## src/rtl/phy_clk_pkg.sv

```systemverilog
// Shared constants, speed codes and pin carriers for the tri-speed PHY clocking adapter.
package phy_clk_pkg;

    // Reference rate of the transmit clock at gigabit speed, and of the local clock.
    localparam int REF_CLK_MHZ = 125;
    localparam int CLOCK_MHZ = 100;

    // Pad delay applied to the forwarded RGMII transmit clock.
    localparam int TXC_DELAY_NS = 2;

    // Width of the enable divider and the cycles per enable at 100 and 10 Mb/s.
    localparam int DIV_W = 7;
    localparam logic [DIV_W-1:0] DIV_100M = 7'h0A;
    localparam logic [DIV_W-1:0] DIV_10M = 7'h64;

    // Width of the user datapath, the MII nibble and the depth of the transmit buffer.
    localparam int BYTE_W = 8;
    localparam int NIBBLE_W = 4;
    localparam int TX_FIFO_DEPTH = 32;

    // Reset values of the registered pin groups.
    localparam logic [BYTE_W-1:0] BYTE_RESET = 8'h00;

    typedef enum logic [1:0] {
        SPEED_10 = 2'b00,
        SPEED_100 = 2'b01,
        SPEED_1000 = 2'b10
    } speed_e;

    typedef enum logic {
        TX_IDLE = 1'b0,
        TX_HIGH = 1'b1
    } tx_state_e;

    typedef enum logic {
        RX_LOW = 1'b0,
        RX_HIGH = 1'b1
    } rx_state_e;

    // Inputs of both DDR output registers per pin, plus the forwarded clock's delay enable.
    typedef struct packed {
        logic clk_delay;
        logic clk_rise;
        logic clk_fall;
        logic ctl_rise;
        logic ctl_fall;
        logic [BYTE_W-1:0] d_rise;
        logic [BYTE_W-1:0] d_fall;
    } ddr_pins_s;

    // Receive pins and the PHY transmit clock, as one synchroniser group.
    typedef struct packed {
        logic rx_clk;
        logic rx_ctl;
        logic [BYTE_W-1:0] rx_d;
        logic mii_tx_clk;
    } pin_in_s;

endpackage

```

## src/rtl/stream_fifo.sv

```systemverilog
// Parameterised stream FIFO with a registered output stage.
module stream_fifo #(
    parameter int WIDTH = 8,
    parameter int DEPTH = 32
) (
    // Clock and reset.
    input wire logic clock,
    input wire logic rst_n,
    // Filling side.
    input wire logic in_valid,
    output logic in_ready,
    input wire logic [WIDTH-1:0] in_data,
    // Draining side.
    output logic out_valid,
    input wire logic out_ready,
    output logic [WIDTH-1:0] out_data
);
    localparam int PTR_W = $clog2(DEPTH);
    localparam int CNT_W = $clog2(DEPTH + 1);

    logic [WIDTH-1:0] mem [DEPTH];
    logic [PTR_W-1:0] wr_ptr_reg, wr_ptr_next;
    logic [PTR_W-1:0] rd_ptr_reg, rd_ptr_next;
    logic [CNT_W-1:0] count_reg, count_next;
    logic out_valid_reg, out_valid_next;
    logic [WIDTH-1:0] out_data_reg, out_data_next;
    logic push;
    logic load;

    assign in_ready = (count_reg != CNT_W'(DEPTH));
    assign push = in_valid && in_ready;
    // The output stage refills from memory whenever it is empty or being drained.
    assign load = (count_reg != '0) && (!out_valid_reg || out_ready);
    assign out_valid = out_valid_reg;
    assign out_data = out_data_reg;

    always_comb begin
        wr_ptr_next = wr_ptr_reg;
        rd_ptr_next = rd_ptr_reg;
        count_next = count_reg;
        out_valid_next = out_valid_reg;
        out_data_next = out_data_reg;
        if (push) begin
            wr_ptr_next = wr_ptr_reg + PTR_W'(1);
        end
        if (load) begin
            rd_ptr_next = rd_ptr_reg + PTR_W'(1);
            out_data_next = mem[rd_ptr_reg];
            out_valid_next = 1'b1;
        end else if (out_ready) begin
            out_valid_next = 1'b0;
        end
        count_next = count_reg + CNT_W'(push) - CNT_W'(load);
    end

    always_ff @(posedge clock) begin
        if (push) begin
            mem[wr_ptr_reg] <= in_data;
        end
    end

    always_ff @(posedge clock or negedge rst_n) begin
        if (!rst_n) begin
            wr_ptr_reg <= '0;
            rd_ptr_reg <= '0;
            count_reg <= '0;
            out_valid_reg <= 1'b0;
            out_data_reg <= '0;
        end else begin
            wr_ptr_reg <= wr_ptr_next;
            rd_ptr_reg <= rd_ptr_next;
            count_reg <= count_next;
            out_valid_reg <= out_valid_next;
            out_data_reg <= out_data_next;
        end
    end

endmodule

```

## src/rtl/trispeed_phy_clocking_adapter.sv

```systemverilog
// Tri-speed PHY clocking adapter: enable generation, DDR pin preparation and receive assembly.
//
// Overview of operation
// RULE1: Gigabit transmit pacing assumes the reference clock rate.
// RULE2: GMII transmit pacing follows PHY clock below gigabit.
// RULE3: Transmit enable delivered; stream handshake throttles nibbles.
// RULE4: Receive enable delivered; nibbles paired into bytes.
// RULE5: GMII gigabit forwarded clock is inverted DDR.
// RULE6: RGMII uses one clock at all speeds.
// RULE7: RGMII enable: always, one in ten, hundred.
// RULE8: User moves one item per qualified cycle; the transmit FIFO accepts a byte on any cycle it has room.
// RULE9: RGMII forwarded clock DDR, then delayed 2 ns.
// RULE10: Slow RGMII toggles clock DDR inputs at rate.
// RULE11: Receive pins sampled on the PHY clock.
// RULE12: RGMII carries nibbles on both clock edges.
// RULE13: Own receive clock; only RGMII shares transmit.
// RULE14: Enables evenly spaced, restart on speed change.
module trispeed_phy_clocking_adapter #(
    parameter bit IS_RGMII = 1'b1,
    parameter int FIFO_DEPTH = phy_clk_pkg::TX_FIFO_DEPTH
) (
    // Clock and reset.
    input wire logic clock,
    input wire logic rst_n,
    // Operating speed.
    input wire phy_clk_pkg::speed_e speed,
    // Transmit user stream.
    input wire logic tx_tvalid,
    output logic tx_tready,
    input wire logic [phy_clk_pkg::BYTE_W-1:0] tx_tdata,
    // Receive user stream.
    output logic rx_tvalid,
    output logic [phy_clk_pkg::BYTE_W-1:0] rx_tdata,
    // Clock enables towards the MAC core level.
    output logic tx_enable,
    output logic rx_enable,
    // PHY pins, transmit side.
    input wire logic mii_tx_clk,
    output phy_clk_pkg::ddr_pins_s tx_pins,
    output logic tx_clk_shareable,
    // PHY pins, receive side.
    input wire logic rx_clk_pin,
    input wire logic rx_ctl_pin,
    input wire logic [phy_clk_pkg::BYTE_W-1:0] rx_d_pin
);
    localparam int DW = phy_clk_pkg::DIV_W;
    localparam int BW = phy_clk_pkg::BYTE_W;
    localparam int NW = phy_clk_pkg::NIBBLE_W;

    // Cycles of the local clock per enable at 100 and 10 Mb/s; gigabit returns the 10 Mb/s count.
    function automatic logic [DW-1:0] period_of(input phy_clk_pkg::speed_e s);
        logic [DW-1:0] p;
        p = phy_clk_pkg::DIV_10M;
        if (s == phy_clk_pkg::SPEED_100) begin
            p = phy_clk_pkg::DIV_100M;
        end
        return p;
    endfunction

    // Synchronisers: the first stage feeds only the second.
    phy_clk_pkg::pin_in_s sync1_reg, sync2_reg;
    logic rx_clk_prev_reg, mii_clk_prev_reg;
    phy_clk_pkg::speed_e speed_prev_reg;

    always_ff @(posedge clock or negedge rst_n) begin
        if (!rst_n) begin
            sync1_reg <= '0;
            sync2_reg <= '0;
            rx_clk_prev_reg <= 1'b0;
            mii_clk_prev_reg <= 1'b0;
            speed_prev_reg <= phy_clk_pkg::SPEED_10;
        end else begin
            sync1_reg <= {rx_clk_pin, rx_ctl_pin, rx_d_pin, mii_tx_clk};
            sync2_reg <= sync1_reg;
            rx_clk_prev_reg <= sync2_reg.rx_clk;
            mii_clk_prev_reg <= sync2_reg.mii_tx_clk;
            speed_prev_reg <= speed;
        end
    end

    logic changed;
    logic is_gig;
    logic rx_rise, rx_fall, mii_rise;
    logic [DW-1:0] div_period;
    logic [DW-1:0] div_max;
    logic [DW-1:0] div_half;

    assign changed = (speed != speed_prev_reg);
    assign is_gig = (speed == phy_clk_pkg::SPEED_1000);
    assign rx_rise = sync2_reg.rx_clk && !rx_clk_prev_reg;
    assign rx_fall = !sync2_reg.rx_clk && rx_clk_prev_reg;
    assign mii_rise = sync2_reg.mii_tx_clk && !mii_clk_prev_reg;
    assign div_period = period_of(speed);
    assign div_max = div_period - DW'(1);
    assign div_half = div_period >> 1;

    // Transmit enable generation and pin preparation.
    logic [DW-1:0] div_reg, div_next;
    phy_clk_pkg::tx_state_e tx_state_reg, tx_state_next;
    logic [BW-1:0] hold_reg, hold_next;
    phy_clk_pkg::ddr_pins_s pins_reg, pins_next;
    logic tx_tick;
    logic fifo_valid, fifo_ready;
    logic [BW-1:0] fifo_data;
    logic fifo_pop;

    // RGMII paces every speed from the one local clock; GMII takes the PHY clock below gigabit.
    always_comb begin
        if (IS_RGMII) begin
            tx_tick = !changed && (is_gig || div_reg == '0); // RULE6 RULE7 RULE14
        end else begin
            tx_tick = !changed && (is_gig || mii_rise); // RULE1 RULE2 RULE14
        end
    end

    assign tx_enable = tx_tick; // RULE3
    assign fifo_pop = fifo_valid && fifo_ready;
    assign tx_pins = pins_reg;
    assign tx_clk_shareable = IS_RGMII; // RULE13

    stream_fifo #(
        .WIDTH(BW),
        .DEPTH(FIFO_DEPTH)
    ) u_tx_fifo (
        .clock(clock),
        .rst_n(rst_n),
        .in_valid(tx_tvalid),
        .in_ready(tx_tready),
        .in_data(tx_tdata),
        .out_valid(fifo_valid),
        .out_ready(fifo_ready),
        .out_data(fifo_data)
    );

    always_comb begin
        div_next = div_reg;
        tx_state_next = tx_state_reg;
        hold_next = hold_reg;
        pins_next = pins_reg;
        fifo_ready = 1'b0;
        if (changed) begin
            div_next = '0; // RULE14
            tx_state_next = phy_clk_pkg::TX_IDLE;
        end else if (is_gig || div_reg >= div_max) begin
            div_next = '0;
        end else begin
            div_next = div_reg + DW'(1);
        end
        if (IS_RGMII) begin
            pins_next.clk_delay = 1'b1; // RULE9
            if (is_gig) begin
                pins_next.clk_rise = 1'b1; // RULE9
                pins_next.clk_fall = 1'b0;
            end else begin
                pins_next.clk_rise = (div_reg >= div_half); // RULE10
                pins_next.clk_fall = (div_reg >= div_half); // RULE10
            end
        end else begin
            pins_next.clk_delay = 1'b0;
            pins_next.clk_rise = 1'b0; // RULE5
            pins_next.clk_fall = is_gig; // RULE5
        end
        if (tx_tick) begin
            case (tx_state_reg)
                phy_clk_pkg::TX_IDLE: begin
                    fifo_ready = 1'b1; // RULE3
                    pins_next.ctl_rise = fifo_valid;
                    pins_next.ctl_fall = fifo_valid;
                    if (!fifo_valid) begin
                        pins_next.d_rise = phy_clk_pkg::BYTE_RESET;
                        pins_next.d_fall = phy_clk_pkg::BYTE_RESET;
                    end else if (is_gig && IS_RGMII) begin
                        pins_next.d_rise = {4'h0, fifo_data[NW-1:0]}; // RULE12
                        pins_next.d_fall = {4'h0, fifo_data[BW-1:NW]}; // RULE12
                    end else if (is_gig) begin
                        pins_next.d_rise = fifo_data;
                        pins_next.d_fall = fifo_data;
                    end else begin
                        pins_next.d_rise = {4'h0, fifo_data[NW-1:0]}; // RULE3
                        pins_next.d_fall = {4'h0, fifo_data[NW-1:0]};
                        hold_next = fifo_data;
                        tx_state_next = phy_clk_pkg::TX_HIGH;
                    end
                end
                phy_clk_pkg::TX_HIGH: begin
                    pins_next.d_rise = {4'h0, hold_reg[BW-1:NW]}; // RULE3
                    pins_next.d_fall = {4'h0, hold_reg[BW-1:NW]};
                    tx_state_next = phy_clk_pkg::TX_IDLE;
                end
                default: begin
                    tx_state_next = phy_clk_pkg::TX_IDLE;
                end
            endcase
        end
    end

    always_ff @(posedge clock or negedge rst_n) begin
        if (!rst_n) begin
            div_reg <= '0;
            tx_state_reg <= phy_clk_pkg::TX_IDLE;
            hold_reg <= phy_clk_pkg::BYTE_RESET;
            pins_reg <= '0;
        end else begin
            div_reg <= div_next;
            tx_state_reg <= tx_state_next;
            hold_reg <= hold_next;
            pins_reg <= pins_next;
        end
    end

    // Receive sampling on the PHY clock edges and byte assembly.
    phy_clk_pkg::rx_state_e rx_state_reg, rx_state_next;
    logic [NW-1:0] low_reg, low_next;
    logic dv_reg, dv_next;
    logic rx_valid_reg, rx_valid_next;
    logic [BW-1:0] rx_data_reg, rx_data_next;

    assign rx_enable = rx_rise && !changed; // RULE4 RULE11
    assign rx_tvalid = rx_valid_reg;
    assign rx_tdata = rx_data_reg;

    always_comb begin
        rx_state_next = rx_state_reg;
        low_next = low_reg;
        dv_next = dv_reg;
        rx_valid_next = 1'b0;
        rx_data_next = rx_data_reg;
        if (changed) begin
            rx_state_next = phy_clk_pkg::RX_LOW;
            dv_next = 1'b0;
        end else if (is_gig && IS_RGMII) begin
            if (rx_rise) begin
                low_next = sync2_reg.rx_d[NW-1:0]; // RULE11 RULE12
                dv_next = sync2_reg.rx_ctl;
            end else if (rx_fall && dv_reg) begin
                rx_data_next = {sync2_reg.rx_d[NW-1:0], low_reg}; // RULE12
                rx_valid_next = 1'b1;
            end
        end else if (is_gig) begin
            if (rx_rise && sync2_reg.rx_ctl) begin
                rx_data_next = sync2_reg.rx_d; // RULE11
                rx_valid_next = 1'b1;
            end
        end else if (rx_rise) begin
            if (!sync2_reg.rx_ctl) begin
                rx_state_next = phy_clk_pkg::RX_LOW;
            end else begin
                case (rx_state_reg)
                    phy_clk_pkg::RX_LOW: begin
                        low_next = sync2_reg.rx_d[NW-1:0]; // RULE4
                        rx_state_next = phy_clk_pkg::RX_HIGH;
                    end
                    phy_clk_pkg::RX_HIGH: begin
                        rx_data_next = {sync2_reg.rx_d[NW-1:0], low_reg}; // RULE4
                        rx_valid_next = 1'b1;
                        rx_state_next = phy_clk_pkg::RX_LOW;
                    end
                    default: begin
                        rx_state_next = phy_clk_pkg::RX_LOW;
                    end
                endcase
            end
        end
    end

    always_ff @(posedge clock or negedge rst_n) begin
        if (!rst_n) begin
            rx_state_reg <= phy_clk_pkg::RX_LOW;
            low_reg <= '0;
            dv_reg <= 1'b0;
            rx_valid_reg <= 1'b0;
            rx_data_reg <= phy_clk_pkg::BYTE_RESET;
        end else begin
            rx_state_reg <= rx_state_next;
            low_reg <= low_next;
            dv_reg <= dv_next;
            rx_valid_reg <= rx_valid_next;
            rx_data_reg <= rx_data_next;
        end
    end

    // Gap counter between transmit enables, read only by the checks below.
    logic [DW-1:0] gap_reg;
    logic gap_seen_reg;

    always_ff @(posedge clock or negedge rst_n) begin
        if (!rst_n) begin
            gap_reg <= '0;
            gap_seen_reg <= 1'b0;
        end else if (changed) begin
            gap_reg <= '0;
            gap_seen_reg <= 1'b0;
        end else if (tx_enable) begin
            gap_reg <= '0;
            gap_seen_reg <= 1'b1;
        end else begin
            gap_reg <= gap_reg + DW'(1);
        end
    end

    chk_gig_enable_high: assert property ( // RULE7
        @(posedge clock) disable iff (!rst_n)
        (IS_RGMII && is_gig && !changed) |-> tx_enable)
        else $error("gigabit transmit enable not held high");

    chk_enable_period: assert property ( // RULE7
        @(posedge clock) disable iff (!rst_n)
        (IS_RGMII && tx_enable && gap_seen_reg && !is_gig) |-> (gap_reg == div_max))
        else $error("transmit enable spacing wrong for speed");

    chk_change_restart: assert property ( // RULE14
        @(posedge clock) disable iff (!rst_n)
        (IS_RGMII && changed && speed != phy_clk_pkg::SPEED_1000) |-> !tx_enable ##1 tx_enable)
        else $error("enable did not restart cleanly after speed change");

    chk_pop_on_enable: assert property ( // RULE3
        @(posedge clock) disable iff (!rst_n)
        fifo_pop |-> (tx_enable && tx_state_reg == phy_clk_pkg::TX_IDLE))
        else $error("transmit byte taken outside a qualified cycle");

    chk_pins_hold: assert property ( // RULE3
        @(posedge clock) disable iff (!rst_n)
        !tx_enable |=> ($stable(tx_pins.d_rise) && $stable(tx_pins.ctl_rise)))
        else $error("transmit data pins changed without enable");

    chk_gmii_inverted: assert property ( // RULE5
        @(posedge clock) disable iff (!rst_n)
        (!IS_RGMII && is_gig) |=> (tx_pins.clk_fall && !tx_pins.clk_rise))
        else $error("gigabit GMII forwarded clock not inverted");

    chk_rgmii_clk_gig: assert property ( // RULE9
        @(posedge clock) disable iff (!rst_n)
        (IS_RGMII && is_gig) |=> (tx_pins.clk_rise && !tx_pins.clk_fall && tx_pins.clk_delay))
        else $error("RGMII forwarded clock not DDR with delay");

    chk_slow_clk_toggle: assert property ( // RULE10
        @(posedge clock) disable iff (!rst_n)
        (IS_RGMII && !is_gig && !changed && (div_reg == '0 || div_reg == div_half)) |=>
            ((tx_pins.clk_rise == tx_pins.clk_fall) &&
            (tx_pins.clk_rise == $past(div_reg == div_half))))
        else $error("slow RGMII forwarded clock phase wrong");

    chk_ddr_nibbles: assert property ( // RULE12
        @(posedge clock) disable iff (!rst_n)
        (IS_RGMII && is_gig && fifo_pop) |=> (tx_pins.d_fall[NW-1:0] == $past(fifo_data[BW-1:NW])))
        else $error("RGMII high nibble not on falling edge");

    chk_rx_edge_source: assert property ( // RULE11
        @(posedge clock) disable iff (!rst_n)
        rx_tvalid |-> $past(rx_rise || rx_fall))
        else $error("receive byte without a PHY clock edge");

endmodule

```

## config.mk

```make
export PLATFORM = sky130hd
export DESIGN_NAME = trispeed_phy_clocking_adapter
export DESIGN_NICKNAME = d
export VERILOG_FILES = /design/src/rtl/phy_clk_pkg.sv /design/src/rtl/stream_fifo.sv /design/src/rtl/trispeed_phy_clocking_adapter.sv
export SDC_FILE = /design/constraint.sdc
export NUM_CORES = 1
export LEC_CHECK = 0
export BUFFER_PORTS_ARGS = -buffer_cell sky130_fd_sc_hd__buf_2
export CORE_MARGIN = 1
export CORE_UTILIZATION = 55
export CTS_BUF_LIST = sky130_fd_sc_hd__clkbuf_4 sky130_fd_sc_hd__clkbuf_8
export DETAILED_ROUTE_END_ITERATION = 8
export GPL_TIMING_DRIVEN = 1
export HOLD_SLACK_MARGIN = 0.05
export PLACE_DENSITY = 0.79
export SLEW_MARGIN = 20
export SYNTH_ARGS = -nofsm -noshare
export SYNTH_HDL_FRONTEND = slang
export SYNTH_SLANG_ARGS = --single-unit
```

## constraint.sdc

```tcl
create_clock -name clock -period 6.5 [get_ports clock]
set_input_delay 1.3 -clock clock [delete_from_list [all_inputs] [get_ports clock]]
set_output_delay 1.3 -clock clock [all_outputs]
set_load 0.02 [all_outputs]
```

==> summary.txt <==
Clock network
  • Setup Fix Bufs, Post-CTS: 0
  • TritonCTS clock tree: done
  • CTS Buf Count: between 50 and 60
  • Clk sinks: 335
  • Clock Latency Late Sink: between 0.5 and 0.6 ns
  • H-Tree Depth: 2
  • Root Driver: clkbuf_8
  • PostCTS Resize Cnt: 0
  • Max Buffers Root-to-Sink: 3
  • Reg clk slew, reported paths: around 0.050 ns
  • Post-CTS Hold Buffers: 0

Synth
  • #FFs+latches synth: 335
  • Post-synth EDFFs: between 200 and 300
  • Cell taking the most area after synthesis: edfxtp_1
  • Sequential area share after synthesis: 0.716
  • Post-Syn Instances: approximately 810
  • Syn avg cell area: approximately 17 µm²
  • Synth async-reset ratio: 0.236
  • Synth top area share: 0.570
  • Yosys warns: 0
  • Yosys cell types: 50
  • Post-Syn Area: about 0.013 mm²
  • Synth Flop Type: edfxtp_1
  • Synth area leaders: edfxtp_1 57%, dfrtp_1 15%, mux4_2 5.5%

Run
  • Max-cap violations: 0

Global routing
  • Vias in the first global route: between 7000 and 8000
  • Initial antenna violation count: 0
  • GR Overflow Total: 0
  • GRT Util Overall: 0.214
  • Largest net degree at the start of global routing: 80
  • Global-route wire length before repair: between 30 and 40 mm

Final layout
  • Design area: between 0.01 and 0.015 mm²
  • Most flop-heavy register: u_tx_fifo.mem
  • Max reg flops: around 260
  • Layout cells sized above 1: 0.212
  • Area growth, synth to finish: 10.8%
  • Nets: 927
  • Fin cells: roughly 1200
  • N_diodes: 0

Floorplan
  • Rows: 56
  • Initial Utilization: 0.568
  • Die ar.: roughly 0.025 mm²
  • Die Y: roughly 160 µm
  • Chip Width: about 160 µm
  • Core area: approximately 0.024 mm²
  • IO Count: a little under 60

Power
  • Worst VDD drop: between 300 and 400 µV
  • Power Dens Cells: 401 mW/mm²
  • Leakage: 5.57 nW

Timing
  • RSZ-0062 raised after global routing: no
  • TNS Setup: 0 ns
  • Clk_skew: roughly 0.027 ns
  • Tmin final: a little under 4 ns
  • Final WS setup: about 2.5 ns
  • Slew margin rel.: 0.344
  • Part of the cycle the worst path needs: 0.611
  • Min Hold Slack: around 0.35 ns
  • Final setup viols: 0
  • Maximum clock rate: around 250 MHz
  • Worst-margin pin slew: slightly below 1 ns
  • Final Max Tran Viols: 0
  • Final Hold Vio Count: 0

Placed design
  • Placement Cell Area: 0.0139 mm²
  • Dpl ws: 2.26 ns
  • GPL Wtd Cong: between 0.7 and 0.8
  • Post-DP HPWL: between 15 and 20 mm
  • I/O Buffers: between 40 and 50
  • Dpl cells: 1145

Route
  • Initial DRC count: between 500 and 600
  • ANT nets after route: 0
  • Via density: 5.80
  • Wire per inst: just over 20 µm
  • Post-route DRC: 0
  • Pre-antenna DRT Iters: 7
  • Total number of vias: 7189
  • Detailed-route wire length: about 26 mm

Run status
  • Status: finished clean

Setup path
  • Worst Setup End Kind: primary output
  • Startpoint Class: input port
  • CP Max Fanout: 19
  • Crit path DAT: 2.67 ns
  • CP Class: input port to primary output
  • Worst EP required: between 5 and 6 ns

Hold path
  • Worst Hold Class: register to register
[layer usage]
metal	wire length (µm)	vias up	GRT usage	part of all wire
met5	0	-	0	0
met4	599	0	0.0728	0.023
met3	1700	54	0.0395	0.066
met2	12400	280	0.353	0.49
met1	10800	3601	0.287	0.42
li1	-	3254	-	-
[metrics by stage]
stage | total power, mW | util
after floorplan | 3.89 | -
after global placement | 4.28 | 0.587
after detailed placement | 4.33 | 0.587
after CTS | 6.03 | 0.630
after global routing | 6.28 | 0.630
final | 6.00 | 0.630
[Yosys cell counts (4+ instances only)]
master and count:
a21oi_1 40, a22o_1 7, nand2_1 29, o221ai_1 8, mux2_2 19, a211oi_1 8
dfrtp_1 79, clkbuf_1 17, o22ai_1 7, xnor2_1 12, o21ai_0 21, nand3_1 6
buf_2 8, nor2b_1 4, a221oi_1 16, nand2b_1 8, ha_1 23, inv_1 19
edfxtp_1 256, mux2i_1 62, a211o_1 5, xor2_1 6, and2_1 4, a22oi_1 4
buf_4 15, a21o_1 4, nor2_1 61, mux4_2 33
[cell families after synthesis]
logic type      share of synthesized area
compound gates                     0.0623
xor+xnor                           0.0117
fa+ha+maj                          0.0228
buf+inv                            0.0247
flops                               0.716
mux                                 0.117
other cells                      0.000556
simple gates                       0.0451
[path summary, 6_finish.rpt]
| kind | depth (start not counted) | endpoint | startpoint | slack, ns |
|---|---|---|---|---|
| max | 5 | tx_enable | speed[1] | 2.53 |
| min | 0 | sync2_reg[4]$_DFF_PN0_ | sync1_reg[4]$_DFF_PN0_ | 0.35 |
| max reg2reg | 15 | u_tx_fifo.count_reg[5]$_DFF_PN0_ | div_reg[0]$_DFF_PN0_ | 3.18 |
| min reg2reg | 0 | sync2_reg[4]$_DFF_PN0_ | sync1_reg[4]$_DFF_PN0_ | 0.35 |
| max in group asynchronous | 1 | u_tx_fifo.rd_ptr_reg[0]$_DFFE_PN0P_ | rst_n | 4.87 |
| min in group asynchronous | 1 | div_reg[0]$_DFF_PN0_ | rst_n | 0.89 |
[worst max-delay path, stage by stage]
cell	delay, ns
buf_2	0.13
xnor2_1	0.28
nand2_1	0.25
a21oi_4	0.45
buf_2	0.26
[where the power goes]
part	internal, mW	total [mW]	switching (mW)
clock	0.926	1.70	0.775
sequential	2.54	2.78	0.243
combinational	0.652	1.51	0.861
[cell usage in the layout (no fill, tap or decap), types with 23 or more instances in the layout]
cell,Yosys,layout
buf_2,8,42
dfrtp_1,79,78
nor2_1,61,61
a21oi_1,40,40
nand2_1,29,29
clkbuf_8,0,54
mux2i_1,62,62
edfxtp_1,256,256
mux4_2,33,33
ha_1,23,23
[cell type report]
type	count	area (µm²)
Inverter	20	75.1
Fill cell	1645	8790
Clock inverter	20	126
Clock buffer	74	893
Tap cell	319	399
Sequential cell	335	9670
Timing Repair Buffer	49	263
Multi-Input combinational cell	422	3530
Note: power is estimated with default switching activity, not from simulation.
